$ cat config.mk
export PLATFORM = sky130hd
export DESIGN_NAME = light_sensor_measure_control
export DESIGN_NICKNAME = d
export VERILOG_FILES = /design/src/core/ahb_reg_port.v /design/src/core/result_scaler.v /design/src/core/light_sensor_measure_control.v
export VERILOG_INCLUDE_DIRS = /design/src /design/src/core
export SDC_FILE = /design/constraint.sdc
export NUM_CORES = 1
export LEC_CHECK = 0
export BUFFER_PORTS_ARGS = -buffer_cell sky130_fd_sc_hd__buf_2
export CORE_MARGIN = 4
export CORE_UTILIZATION = 30
export DETAILED_ROUTE_END_ITERATION = 7
export SYNTH_ARGS = -nofsm -noshare
export SYNTH_HDL_FRONTEND = slang
export SYNTH_SLANG_ARGS = --single-unit
export TNS_END_PERCENT = 10
$ cat constraint.sdc
create_clock -name clk_sys_i -period 3.72 [get_ports clk_sys_i]
set_clock_uncertainty 0.2 [all_clocks]
set_input_delay 0.372 -clock clk_sys_i [delete_from_list [all_inputs] [get_ports clk_sys_i]]
set_output_delay 0.372 -clock clk_sys_i [all_outputs]
set_load 0.02 [all_outputs]
$ cat src/core/lsmc_consts.vh
// Purpose: constants of the light sensor measure control block
// Assumes: register index = printed offset, byte address = 4 * index
// Notes:   definitions only
`ifndef LSMC_CONSTS_VH
`define LSMC_CONSTS_VH

// register indices (word index on the bus)
`define IDX_CHAN_CTRL     10'h040
`define IDX_ITER_COUNT    10'h041
`define IDX_STATUS        10'h042
`define IDX_ALS_DATA      10'h043
`define IDX_ENABLE        10'h080
`define IDX_MODE_A        10'h081
`define IDX_MODE_B        10'h082
`define IDX_FD_SAMPLES_HI 10'h088

// reset values
`define CHAN_CTRL_RST     8'h00
`define ENABLE_RST        8'h00
`define MODE_A_RST        8'h04
`define MODE_B_RST        8'h0C
`define FD_SAMPLES_HI_RST 8'h00
`define ITER_COUNT_RST    8'h01
`define GAIN_STEP_RST     4'h8

// writable bits of sparse registers
`define CHAN_CTRL_MASK     8'h03
`define ENABLE_MASK        8'h43
`define FD_SAMPLES_HI_MASK 8'h87

// bit positions
`define MOD0_OFF_BIT      0
`define MOD1_OFF_BIT      1
`define PON_BIT           0
`define AEN_BIT           1
`define FLICKER_DETECT_ON_BIT          6
`define STOP_COUNT_BIT    7
`define DBL_DROP_BIT      6
`define ONE_SHOT_BIT      5
`define QUEUE_STAT_BIT    4
`define SCALE_MSB         3
`define SCALE_LSB         0
`define END_MARK_BIT      7
`define CHECKSUM_BIT      6
`define QUEUE_GAIN_BIT    5
`define TOP_PLACE_MSB     4
`define TOP_PLACE_LSB     0
`define ENDLESS_BIT       7

// fifo words and gain limits
`define END_MARKER_WORD   8'hFF
`define GAIN_STEP_MAX     4'hF

`endif

$ cat src/core/ahb_reg_port.v
// Purpose: AHB-Lite slave giving byte-wide register access by word index
// Assumes: single whole-word transfers, one slave on the bus
// Notes:   writes take no wait state, reads take one
`timescale 1ns/1ps
module ahb_reg_port (
  input  wire        clk_sys_i,   // system clock
  input  wire        rst_n_i,     // async reset, active low
  input  wire        hsel_i,      // slave select
  input  wire [31:0] haddr_i,     // byte address
  input  wire [1:0]  htrans_i,    // transfer type
  input  wire        hwrite_i,    // write when high
  input  wire [2:0]  hsize_i,     // transfer size, word only
  input  wire [31:0] hwdata_i,    // write data
  input  wire        hready_i,    // bus ready
  output wire        hreadyout_o, // slave ready
  output wire        hresp_o,     // always okay
  output reg  [31:0] hrdata_o,    // read data
  output reg  [9:0]  reg_idx_o,   // register index of data phase
  output wire        wr_en_o,     // write strobe, one cycle
  output wire [7:0]  wr_data_o,   // write byte
  input  wire [7:0]  rd_data_i    // read byte for reg_idx_o
);

  reg  ph_wr_r;
  reg  ph_rd_r;
  wire accept;

  // only nonseq/seq transfers are taken, idle and busy are ignored
  assign accept      = hsel_i & htrans_i[1] & hready_i;
  assign hreadyout_o = ~ph_rd_r;
  assign hresp_o     = 1'b0;
  assign wr_en_o     = ph_wr_r;
  assign wr_data_o   = hwdata_i[7:0];

  always @(posedge clk_sys_i or negedge rst_n_i)
  begin
    if (!rst_n_i)
    begin
      ph_wr_r   <= 1'b0;
      ph_rd_r   <= 1'b0;
      reg_idx_o <= 10'h000;
      hrdata_o  <= 32'h00000000;
    end
    else
    begin
      if (ph_rd_r)
        hrdata_o <= {24'h000000, rd_data_i};
      if (ph_rd_r)
        ph_rd_r <= 1'b0;
      else
        ph_rd_r <= accept & ~hwrite_i;
      ph_wr_r <= accept & hwrite_i;
      if (accept)
        reg_idx_o <= haddr_i[11:2];
    end
  end

endmodule

$ cat src/core/result_scaler.v
// Purpose: picks scaled or unscaled 16-bit view of the 32-bit ambient result
// Assumes: top_i names the most significant used bit of result_i
// Notes:   combinational, the caller registers the outputs
`timescale 1ns/1ps
module result_scaler (
  input  wire [31:0] result_i, // wide ambient result
  input  wire [4:0]  top_i,    // top bit place
  input  wire [3:0]  zeros_i,  // leading bits that must be zero
  output wire [15:0] data_o,   // 16-bit view
  output wire        scaled_o  // scaled view chosen
);

  wire [31:0] aligned;
  wire [31:0] shifted;
  wire [31:0] lead_mask;

  // top bit moved to bit 31 so both views are a plain slice
  assign aligned   = result_i << (5'd31 - top_i);
  assign shifted   = aligned << zeros_i;
  assign lead_mask = ~(32'hFFFFFFFF >> zeros_i);
  assign scaled_o  = ((aligned & lead_mask) == 32'h00000000);
  assign data_o    = scaled_o ? shifted[31:16] : aligned[31:16];

endmodule

$ cat src/core/light_sensor_measure_control.v
// Purpose: control and configuration registers of an ambient light and flicker sensor
// Assumes: measurement engine and result fifo run on clk_sys_i
// Notes:   registers reached over AHB-Lite, byte address = 4 * index
//
// Summary of operation
// - second_modulator_off set keeps modulator 1 idle; clearing lets it run.
// - first_modulator_off set keeps modulator 0 idle; clearing lets it run.
// - writing flicker_detect_on 1 starts flicker detection, 0 stops it.
// - writing ambient_measure_on 1 enables ambient measurement, 0 disables it.
// - power_on_bit set runs the oscillator for timers and modulators.
// - writing power_on_bit 0 stops oscillator and clears both measure enables.
// - stop_after_count ends measurement after iteration count, power stays on.
// - double_gain_drop lowers gain two steps on saturation above step one, one step at step one.
// - one-shot runs one sequencer cycle then asserts sleep_after_irq.
// - queue_ambient_status also queues the ambient status word into fifo.
// - leading result zeros decide scaled or unscaled 16-bit ambient data.
// - 32-bit result register, top bit place selects its msb.
// - end-marker enable appends end marker after each flicker measurement.
// - checksum enable appends flicker checksum after each flicker measurement.
// - queue_gain_word appends current gain after each flicker measurement.
// - endless_flicker_runs repeats flicker runs, no end markers, continuous results.
//
// Our own choice: the AHB-Lite register port.
`timescale 1ns/1ps
`include "lsmc_consts.vh"
module light_sensor_measure_control (
  input  wire        clk_sys_i,        // system clock, 10 MHz
  input  wire        rst_n_i,          // async reset, active low
  input  wire        hsel_i,           // AHB select
  input  wire [31:0] haddr_i,          // AHB address
  input  wire [1:0]  htrans_i,         // AHB transfer type
  input  wire        hwrite_i,         // AHB write
  input  wire [2:0]  hsize_i,          // AHB size
  input  wire [31:0] hwdata_i,         // AHB write data
  input  wire        hready_i,         // AHB ready
  output wire        hreadyout_o,      // AHB slave ready
  output wire        hresp_o,          // AHB response
  output wire [31:0] hrdata_o,         // AHB read data
  input  wire        meas_done_i,      // one measurement iteration done, pulse
  input  wire        seq_cycle_done_i, // sequencer cycle done, pulse
  input  wire        flicker_done_i,   // flicker measurement complete, pulse
  input  wire [7:0]  fd_checksum_i,    // flicker checksum of that measurement
  input  wire        agc_sat_i,        // analogue gain saturation, pulse
  input  wire        agc_raise_i,      // gain control asks one step up, pulse
  input  wire        result_valid_i,   // ambient result ready, pulse
  input  wire [31:0] result_i,         // wide ambient result
  input  wire        fifo_ready_i,     // result fifo accepts a word
  output reg         osc_run_o,        // internal oscillator running
  output reg  [1:0]  mod_run_o,        // modulator channel run enables
  output reg         flicker_run_o,    // flicker detection active
  output reg         ambient_run_o,    // ambient measurement active
  output reg         endless_runs_o,   // repeat flicker sequences forever
  output reg         sleep_after_irq_o,// device put to sleep after one-shot
  output reg  [3:0]  gain_step_o,      // current gain step
  output reg  [15:0] als_data_o,       // 16-bit ambient data
  output reg         fifo_push_o,      // fifo word valid
  output reg  [7:0]  fifo_word_o       // fifo word
);
  localparam [4:0] Q_IDLE = 5'b00001;
  localparam [4:0] Q_STAT = 5'b00010;
  localparam [4:0] Q_GAIN = 5'b00100;
  localparam [4:0] Q_CSUM = 5'b01000;
  localparam [4:0] Q_MARK = 5'b10000;
  wire [9:0]  reg_idx;
  wire        wr_en;
  wire [7:0]  wr_data;
  reg  [7:0]  rd_data;
  wire [15:0] scaled_data;
  wire        scaled_flag;
  reg  [7:0]  chan_ctrl_r;
  reg  [7:0]  enable_r;
  reg  [7:0]  mode_a_r;
  reg  [7:0]  mode_b_r;
  reg  [7:0]  fd_hi_r;
  reg  [7:0]  iter_count_r;
  reg  [7:0]  iter_left_r;
  reg  [7:0]  amb_status_r;
  reg         stat_pend_r;
  reg         fd_pend_r;
  reg  [7:0]  csum_r;
  reg  [4:0]  q_state_r;
  reg  [4:0]  q_state_nxt;
  wire power_on;
  wire fd_on;
  wire amb_on;
  wire stop_hit;
  wire wr_enable;
  function sel;
    input [9:0] idx;
    input [9:0] code;
    begin
      sel = (idx == code);
    end
  endfunction

  ahb_reg_port u_bus (
    .clk_sys_i   (clk_sys_i),
    .rst_n_i     (rst_n_i),
    .hsel_i      (hsel_i),
    .haddr_i     (haddr_i),
    .htrans_i    (htrans_i),
    .hwrite_i    (hwrite_i),
    .hsize_i     (hsize_i),
    .hwdata_i    (hwdata_i),
    .hready_i    (hready_i),
    .hreadyout_o (hreadyout_o),
    .hresp_o     (hresp_o),
    .hrdata_o    (hrdata_o),
    .reg_idx_o   (reg_idx),
    .wr_en_o     (wr_en),
    .wr_data_o   (wr_data),
    .rd_data_i   (rd_data)
  );
  result_scaler u_scale (
    .result_i (result_i),
    .top_i    (mode_b_r[`TOP_PLACE_MSB:`TOP_PLACE_LSB]),
    .zeros_i  (mode_a_r[`SCALE_MSB:`SCALE_LSB]),
    .data_o   (scaled_data),
    .scaled_o (scaled_flag)
  );
  assign power_on  = enable_r[`PON_BIT];
  assign fd_on     = enable_r[`FLICKER_DETECT_ON_BIT];
  assign amb_on    = enable_r[`AEN_BIT];
  assign wr_enable = wr_en & sel(reg_idx, `IDX_ENABLE);
  // last iteration of a counted run; a count of zero acts as one
  assign stop_hit  = meas_done_i & mode_a_r[`STOP_COUNT_BIT] & (fd_on | amb_on) &
                     (iter_left_r <= 8'h01);

  // configuration registers; reserved bits masked off on write
  always @(posedge clk_sys_i or negedge rst_n_i)
  begin
    if (!rst_n_i)
    begin
      chan_ctrl_r  <= `CHAN_CTRL_RST;
      mode_a_r     <= `MODE_A_RST;
      mode_b_r     <= `MODE_B_RST;
      fd_hi_r      <= `FD_SAMPLES_HI_RST;
      iter_count_r <= `ITER_COUNT_RST;
    end
    else if (wr_en)
    begin
      if (sel(reg_idx, `IDX_CHAN_CTRL))
        chan_ctrl_r <= wr_data & `CHAN_CTRL_MASK;
      if (sel(reg_idx, `IDX_MODE_A))
        mode_a_r <= wr_data;
      if (sel(reg_idx, `IDX_MODE_B))
        mode_b_r <= wr_data;
      if (sel(reg_idx, `IDX_FD_SAMPLES_HI))
        fd_hi_r <= wr_data & `FD_SAMPLES_HI_MASK;
      if (sel(reg_idx, `IDX_ITER_COUNT))
        iter_count_r <= wr_data;
    end
  end

  // enable register: software write wins over the counted stop
  always @(posedge clk_sys_i or negedge rst_n_i)
  begin
    if (!rst_n_i)
    begin
      enable_r    <= `ENABLE_RST;
      iter_left_r <= `ITER_COUNT_RST;
    end
    else if (wr_enable)
    begin
      iter_left_r <= iter_count_r;
      if (wr_data[`PON_BIT])
        enable_r <= wr_data & `ENABLE_MASK;
      else
        enable_r <= 8'h00;
    end
    else if (stop_hit)
    begin
      enable_r[`FLICKER_DETECT_ON_BIT] <= 1'b0;
      enable_r[`AEN_BIT]  <= 1'b0;
    end
    else if (meas_done_i & mode_a_r[`STOP_COUNT_BIT] & (fd_on | amb_on))
      iter_left_r <= iter_left_r - 8'h01;
  end

  // sleep after a one-shot; the setting event wins over a clearing write
  always @(posedge clk_sys_i or negedge rst_n_i)
  begin
    if (!rst_n_i)
      sleep_after_irq_o <= 1'b0;
    else if (seq_cycle_done_i & mode_a_r[`ONE_SHOT_BIT] & power_on)
      sleep_after_irq_o <= 1'b1;
    else if (wr_enable)
      sleep_after_irq_o <= 1'b0;
  end

  // run enables derived from registers, sleep parks the oscillator
  always @(posedge clk_sys_i or negedge rst_n_i)
  begin
    if (!rst_n_i)
    begin
      osc_run_o      <= 1'b0;
      flicker_run_o  <= 1'b0;
      ambient_run_o  <= 1'b0;
      endless_runs_o <= 1'b0;
    end
    else
    begin
      osc_run_o      <= power_on & ~sleep_after_irq_o;
      flicker_run_o  <= power_on & ~sleep_after_irq_o & fd_on;
      ambient_run_o  <= power_on & ~sleep_after_irq_o & amb_on;
      endless_runs_o <= fd_hi_r[`ENDLESS_BIT];
    end
  end

  genvar g;
  generate
    for (g = 0; g < 2; g = g + 1)
    begin : g_mod
      always @(posedge clk_sys_i or negedge rst_n_i)
      begin
        if (!rst_n_i)
          mod_run_o[g] <= 1'b0;
        else
          mod_run_o[g] <= power_on & ~sleep_after_irq_o & (fd_on | amb_on) &
                          ~chan_ctrl_r[g];
      end
    end
  endgenerate

  // gain step: saturation lowers, raise request lifts, both clamp
  always @(posedge clk_sys_i or negedge rst_n_i)
  begin
    if (!rst_n_i)
      gain_step_o <= `GAIN_STEP_RST;
    else if (agc_sat_i & (gain_step_o != 4'h0))
    begin
      if (mode_a_r[`DBL_DROP_BIT] & (gain_step_o != 4'h1))
        gain_step_o <= gain_step_o - 4'h2;
      else
        gain_step_o <= gain_step_o - 4'h1;
    end
    else if (agc_raise_i & (gain_step_o != `GAIN_STEP_MAX))
      gain_step_o <= gain_step_o + 4'h1;
  end

  // ambient data and its status word are captured together
  always @(posedge clk_sys_i or negedge rst_n_i)
  begin
    if (!rst_n_i)
    begin
      als_data_o   <= 16'h0000;
      amb_status_r <= 8'h00;
    end
    else if (result_valid_i)
    begin
      als_data_o   <= scaled_data;
      amb_status_r <= {3'h0, scaled_flag, mode_a_r[`SCALE_MSB:`SCALE_LSB]};
    end
  end

  // pending work for the fifo appender; a new event wins over its clear
  always @(posedge clk_sys_i or negedge rst_n_i)
  begin
    if (!rst_n_i)
    begin
      stat_pend_r <= 1'b0;
      fd_pend_r   <= 1'b0;
      csum_r      <= 8'h00;
    end
    else
    begin
      if (result_valid_i & mode_a_r[`QUEUE_STAT_BIT])
        stat_pend_r <= 1'b1;
      else if (q_state_r == Q_STAT & fifo_ready_i)
        stat_pend_r <= 1'b0;
      if (flicker_done_i)
      begin
        fd_pend_r <= 1'b1;
        csum_r    <= fd_checksum_i;
      end
      else if (q_state_r == Q_IDLE & ~stat_pend_r)
        fd_pend_r <= 1'b0;
    end
  end

  // appender walks gain, checksum, marker; disabled words are skipped
  always @*
  begin
    q_state_nxt = q_state_r;
    case (q_state_r)
      Q_IDLE:
        if (stat_pend_r)
          q_state_nxt = Q_STAT;
        else if (fd_pend_r)
          q_state_nxt = Q_GAIN;
      Q_STAT:
        if (fifo_ready_i)
          q_state_nxt = Q_IDLE;
      Q_GAIN:
        if (fifo_ready_i | ~mode_b_r[`QUEUE_GAIN_BIT])
          q_state_nxt = Q_CSUM;
      Q_CSUM:
        if (fifo_ready_i | ~mode_b_r[`CHECKSUM_BIT])
          q_state_nxt = Q_MARK;
      Q_MARK:
        if (fifo_ready_i | ~mode_b_r[`END_MARK_BIT] | fd_hi_r[`ENDLESS_BIT])
          q_state_nxt = Q_IDLE;
      default:
        q_state_nxt = Q_IDLE;
    endcase
  end

  // state and fifo word advance together, word taken from the state being entered
  always @(posedge clk_sys_i or negedge rst_n_i)
  begin
    if (!rst_n_i)
    begin
      q_state_r   <= Q_IDLE;
      fifo_push_o <= 1'b0;
      fifo_word_o <= 8'h00;
    end
    else
    begin
      q_state_r <= q_state_nxt;
      case (q_state_nxt)
        Q_STAT:
        begin
          fifo_push_o <= 1'b1;
          fifo_word_o <= amb_status_r;
        end
        Q_GAIN:
        begin
          fifo_push_o <= mode_b_r[`QUEUE_GAIN_BIT];
          fifo_word_o <= {4'h0, gain_step_o};
        end
        Q_CSUM:
        begin
          fifo_push_o <= mode_b_r[`CHECKSUM_BIT];
          fifo_word_o <= csum_r;
        end
        Q_MARK:
        begin
          fifo_push_o <= mode_b_r[`END_MARK_BIT] & ~fd_hi_r[`ENDLESS_BIT];
          fifo_word_o <= `END_MARKER_WORD;
        end
        default:
        begin
          fifo_push_o <= 1'b0;
          fifo_word_o <= 8'h00;
        end
      endcase
    end
  end

  // read mux; unmapped indices read zero
  always @*
  begin
    rd_data = 8'h00;
    case (reg_idx)
      `IDX_CHAN_CTRL:     rd_data = chan_ctrl_r;
      `IDX_ITER_COUNT:    rd_data = iter_count_r;
      `IDX_STATUS:        rd_data = {gain_step_o, 1'b0, sleep_after_irq_o, amb_status_r[4], osc_run_o};
      `IDX_ALS_DATA:      rd_data = als_data_o[7:0];
      `IDX_ENABLE:        rd_data = enable_r;
      `IDX_MODE_A:        rd_data = mode_a_r;
      `IDX_MODE_B:        rd_data = mode_b_r;
      `IDX_FD_SAMPLES_HI: rd_data = fd_hi_r;
      default:            rd_data = 8'h00;
    endcase
  end

endmodule

==> results.ini <==
[logic_synthesis]
synth-xor-area-share = 0.009000
yosys.area_share.simple = 0.1301
netlist_area_um2 = 8758
async_flop_share = 1.000
yosys-top-cells-area = dfrtp_1, mux2_2, mux2i_1, mux4_2, nor2_1
yosys.area.top_type = dfrtp_1
post-synth-top-count-cell = dfrtp_1
synth.avg_cell_area_um2 = 9.930
yosys_warnings = 0
ys_types = 85
synthAdderAreaFrac = 0.01286
ys_seq_area_frac = 0.3353
synth.area.mux_share = 0.2574
synth-seq-cells = 117
synth_top_family_by_area = multiplexers
synth_compound_area_frac = 0.1861
ys_top_cells_by_count = dfrtp_1, nor2_1, mux2_2, nand2_1, mux2i_1
synth_top_flop_cell = dfrtp_1
synth-edff-count = 0
synth_largest_type_area_fraction = 0.3143
synthCells = 882

[floorplan]
die_w_um = 178.9
num_rows = 62
ios = 191
coreArea_um2 = 28780
dieHeight_um = 178.9
die_area_um2 = 31990
start_util = 0.3043

[worst_setup_path]
worstSetupStartpointType = register
critPathArrivalTime_ns = 3.71
cp_max_fo = 8
crit_type = reg -> reg
setup.worst_path.end_class = register
required_ns = 3.80

[detailed_routing]
post_drt_wl_per_cell_um = 19.00
drc = 0
viasPerCell = 5.405
first_pass_iters = 5
wl_um = 27740
first_iter_violations = 692
vias = 7891
drtAntennaViolNets = 0

[layout]
nNetsFinal = 1193
postLayoutCellArea_um2 = 10980
largest_reg_flops = 16
drive_gt1_frac = 0.3504
fillCellCount = 2876
reg_top3 = als_data_o x16, u_bus.reg_idx_o x10
insertedDiodeCount = 0
areaGrowthSynthToFinish_pct = 25.34
regMostFlops = als_data_o

[pwr]
leakage_nw = 4.728
power.total_mw = 5.080
p_per_area_nw_per_um2 = 462.8
ir_drop_mv = 0.3744

[placed_design]
gp_congestion = 0.9439
placedInstanceArea_um2 = 10030
dp_hpwl_um = 20770
portBuffers = 115

[clocking]
clk_pin_slew_ns = 0.05
cts_tree = yes
cts-root-buf = clkbuf_16
htreeDepth = 4
cts_buffers = 17
cts_buffer_depth = 2
clock_latency_ns = 0.41
cts_sinks = 117

[sta]
finalHoldViolations = 0
setup_viol = 0
max_freq_ghz = 0.2754
fin_crit_sh = 0.9761
worstMarginPinSlew_ns = 0.8673
rsz0062_at_grt = true
finalCriticalPeriod_ns = 3.631
slew_violations = 0
slew_headroom = 0.4218
finalSetupTns_ns = 0

[grt]
grt_pass1_vias = 7653
antenna_found_initial = 0
grt_pass1_wl_um = 42970
grt_usage = 0.1703
globalRouteOverflowTotal = 0
grt_max_degree = 68

[job]
drv_cap = 0

[outcome]
status = complete, no violations

[worst_hold_path]
hold_class = in -> reg

[final timing paths]
check / start / endpoint / cells past startpoint / slack, ns
min in group asynchronous: rst_n_i / mod_run_o[1] / 2 / 0.32
setup / recovery: mode_b_r[0] / als_data_o[6] / 13 / 0.09
setup reg to reg: mode_b_r[0] / als_data_o[6] / 13 / 0.09
hold / removal: hwdata_i[4] / mode_b_r[4] / 2 / 0.04
max in group asynchronous: rst_n_i / iter_count_r[0] / 3 / 2.18
hold reg to reg: fd_hi_r[7] / endless_runs_o / 0 / 0.24
[layer usage]
metal | vias up | share of wire | global-route usage
li1 | 3666 | - | -
met1 | 3899 | 0.45 | 0.2328
met4 | 0 | 0.023 | 0.05532
met2 | 284 | 0.47 | 0.2755
met5 | - | 0 | 0
met3 | 42 | 0.059 | 0.02763
[critical path, cell delays in order, from the launching register on]
cell and delay, ns:
dfrtp_4 0.49, buf_12 0.15, buf_4 0.13, buf_4 0.16
mux2i_1 0.17, mux4_2 0.55, o2bb2ai_1 0.31, a211oi_1 0.10
a32o_1 0.23, a2111oi_0 0.42, buf_4 0.21, mux2_2 0.14
nand3_1 0.08, o311ai_0 0.14
[through the flow]
step                        util  setup slack, ns  instances  hold WS [ns]
final                     0.3814          0.08905       1460       0.03657
after global routing      0.3814         -0.01660       1460       0.02859
after CTS                 0.3777          0.03848       1454      0.001149
after detailed placement  0.3484         -0.01296       1403        0.2294
after global placement    0.3484         0.002362       1403        0.2152
after floorplan                -           0.4205        906       -0.1236
[cell type report]
| class | count | area, um^2 | area share |
|---|---|---|---|
| Multi-Input combinational cell | 686 | 5358 | 0.4880 |
| Sequential cell | 117 | 2940 | 0.2678 |
| Timing Repair Buffer | 221 | 1478 | 0.1346 |
| Clock buffer | 24 | 501.7 | 0.04570 |
| Tap cell | 384 | 480.5 | 0.04377 |
| Clock inverter | 8 | 145.1 | 0.01322 |
| Inverter | 20 | 75.07 | 0.006838 |
[cell usage in the layout (no fill, tap or decap), types with 8 or more instances in the layout]
cell type and instances:
nor2_1 78, nor4_1 8, mux2_2 74, dlygate4sd3_1 20
inv_1 17, nand2_1 71, a221oi_1 15, mux4_2 29
dfrtp_1 109, o21ai_0 27, a21oi_1 43, a31oi_1 19
clkbuf_16 17, buf_2 114, nor2b_1 12, nand3_1 14
xnor2_1 8, a22oi_1 17, nor3_1 19, o22ai_1 23
buf_4 82, conb_1 25, a21o_1 8, ha_1 9
mux2i_1 61
[cells by family after synthesis]
group	count (synthesis)
other cells	1
mux	171
simple gates	245
compound gates	227
buf+inv	103
xor+xnor	9
fa+ha+maj	9
flops	117
[report_power, final]
group          internal (mW)  switching [mW]  leakage, nW  total (mW)
combinational          0.706           0.906         3.03        1.61
sequential              1.49           0.212         1.39        1.70
clock                   1.21           0.557        0.312        1.76
[timing repair]
| action | in CTS | in global routing |
|---|---|---|
| setup endpoints to repair | 2 | 16 |
| buffers inserted | 0 | 5 |
| pin swaps | 0 | 5 |
| hold endpoints to repair | 67 | 1 |
| hold buffers | 19 | 1 |
| resized for setup | 2 | 22 |
Note: power is estimated with default switching activity, not from simulation.
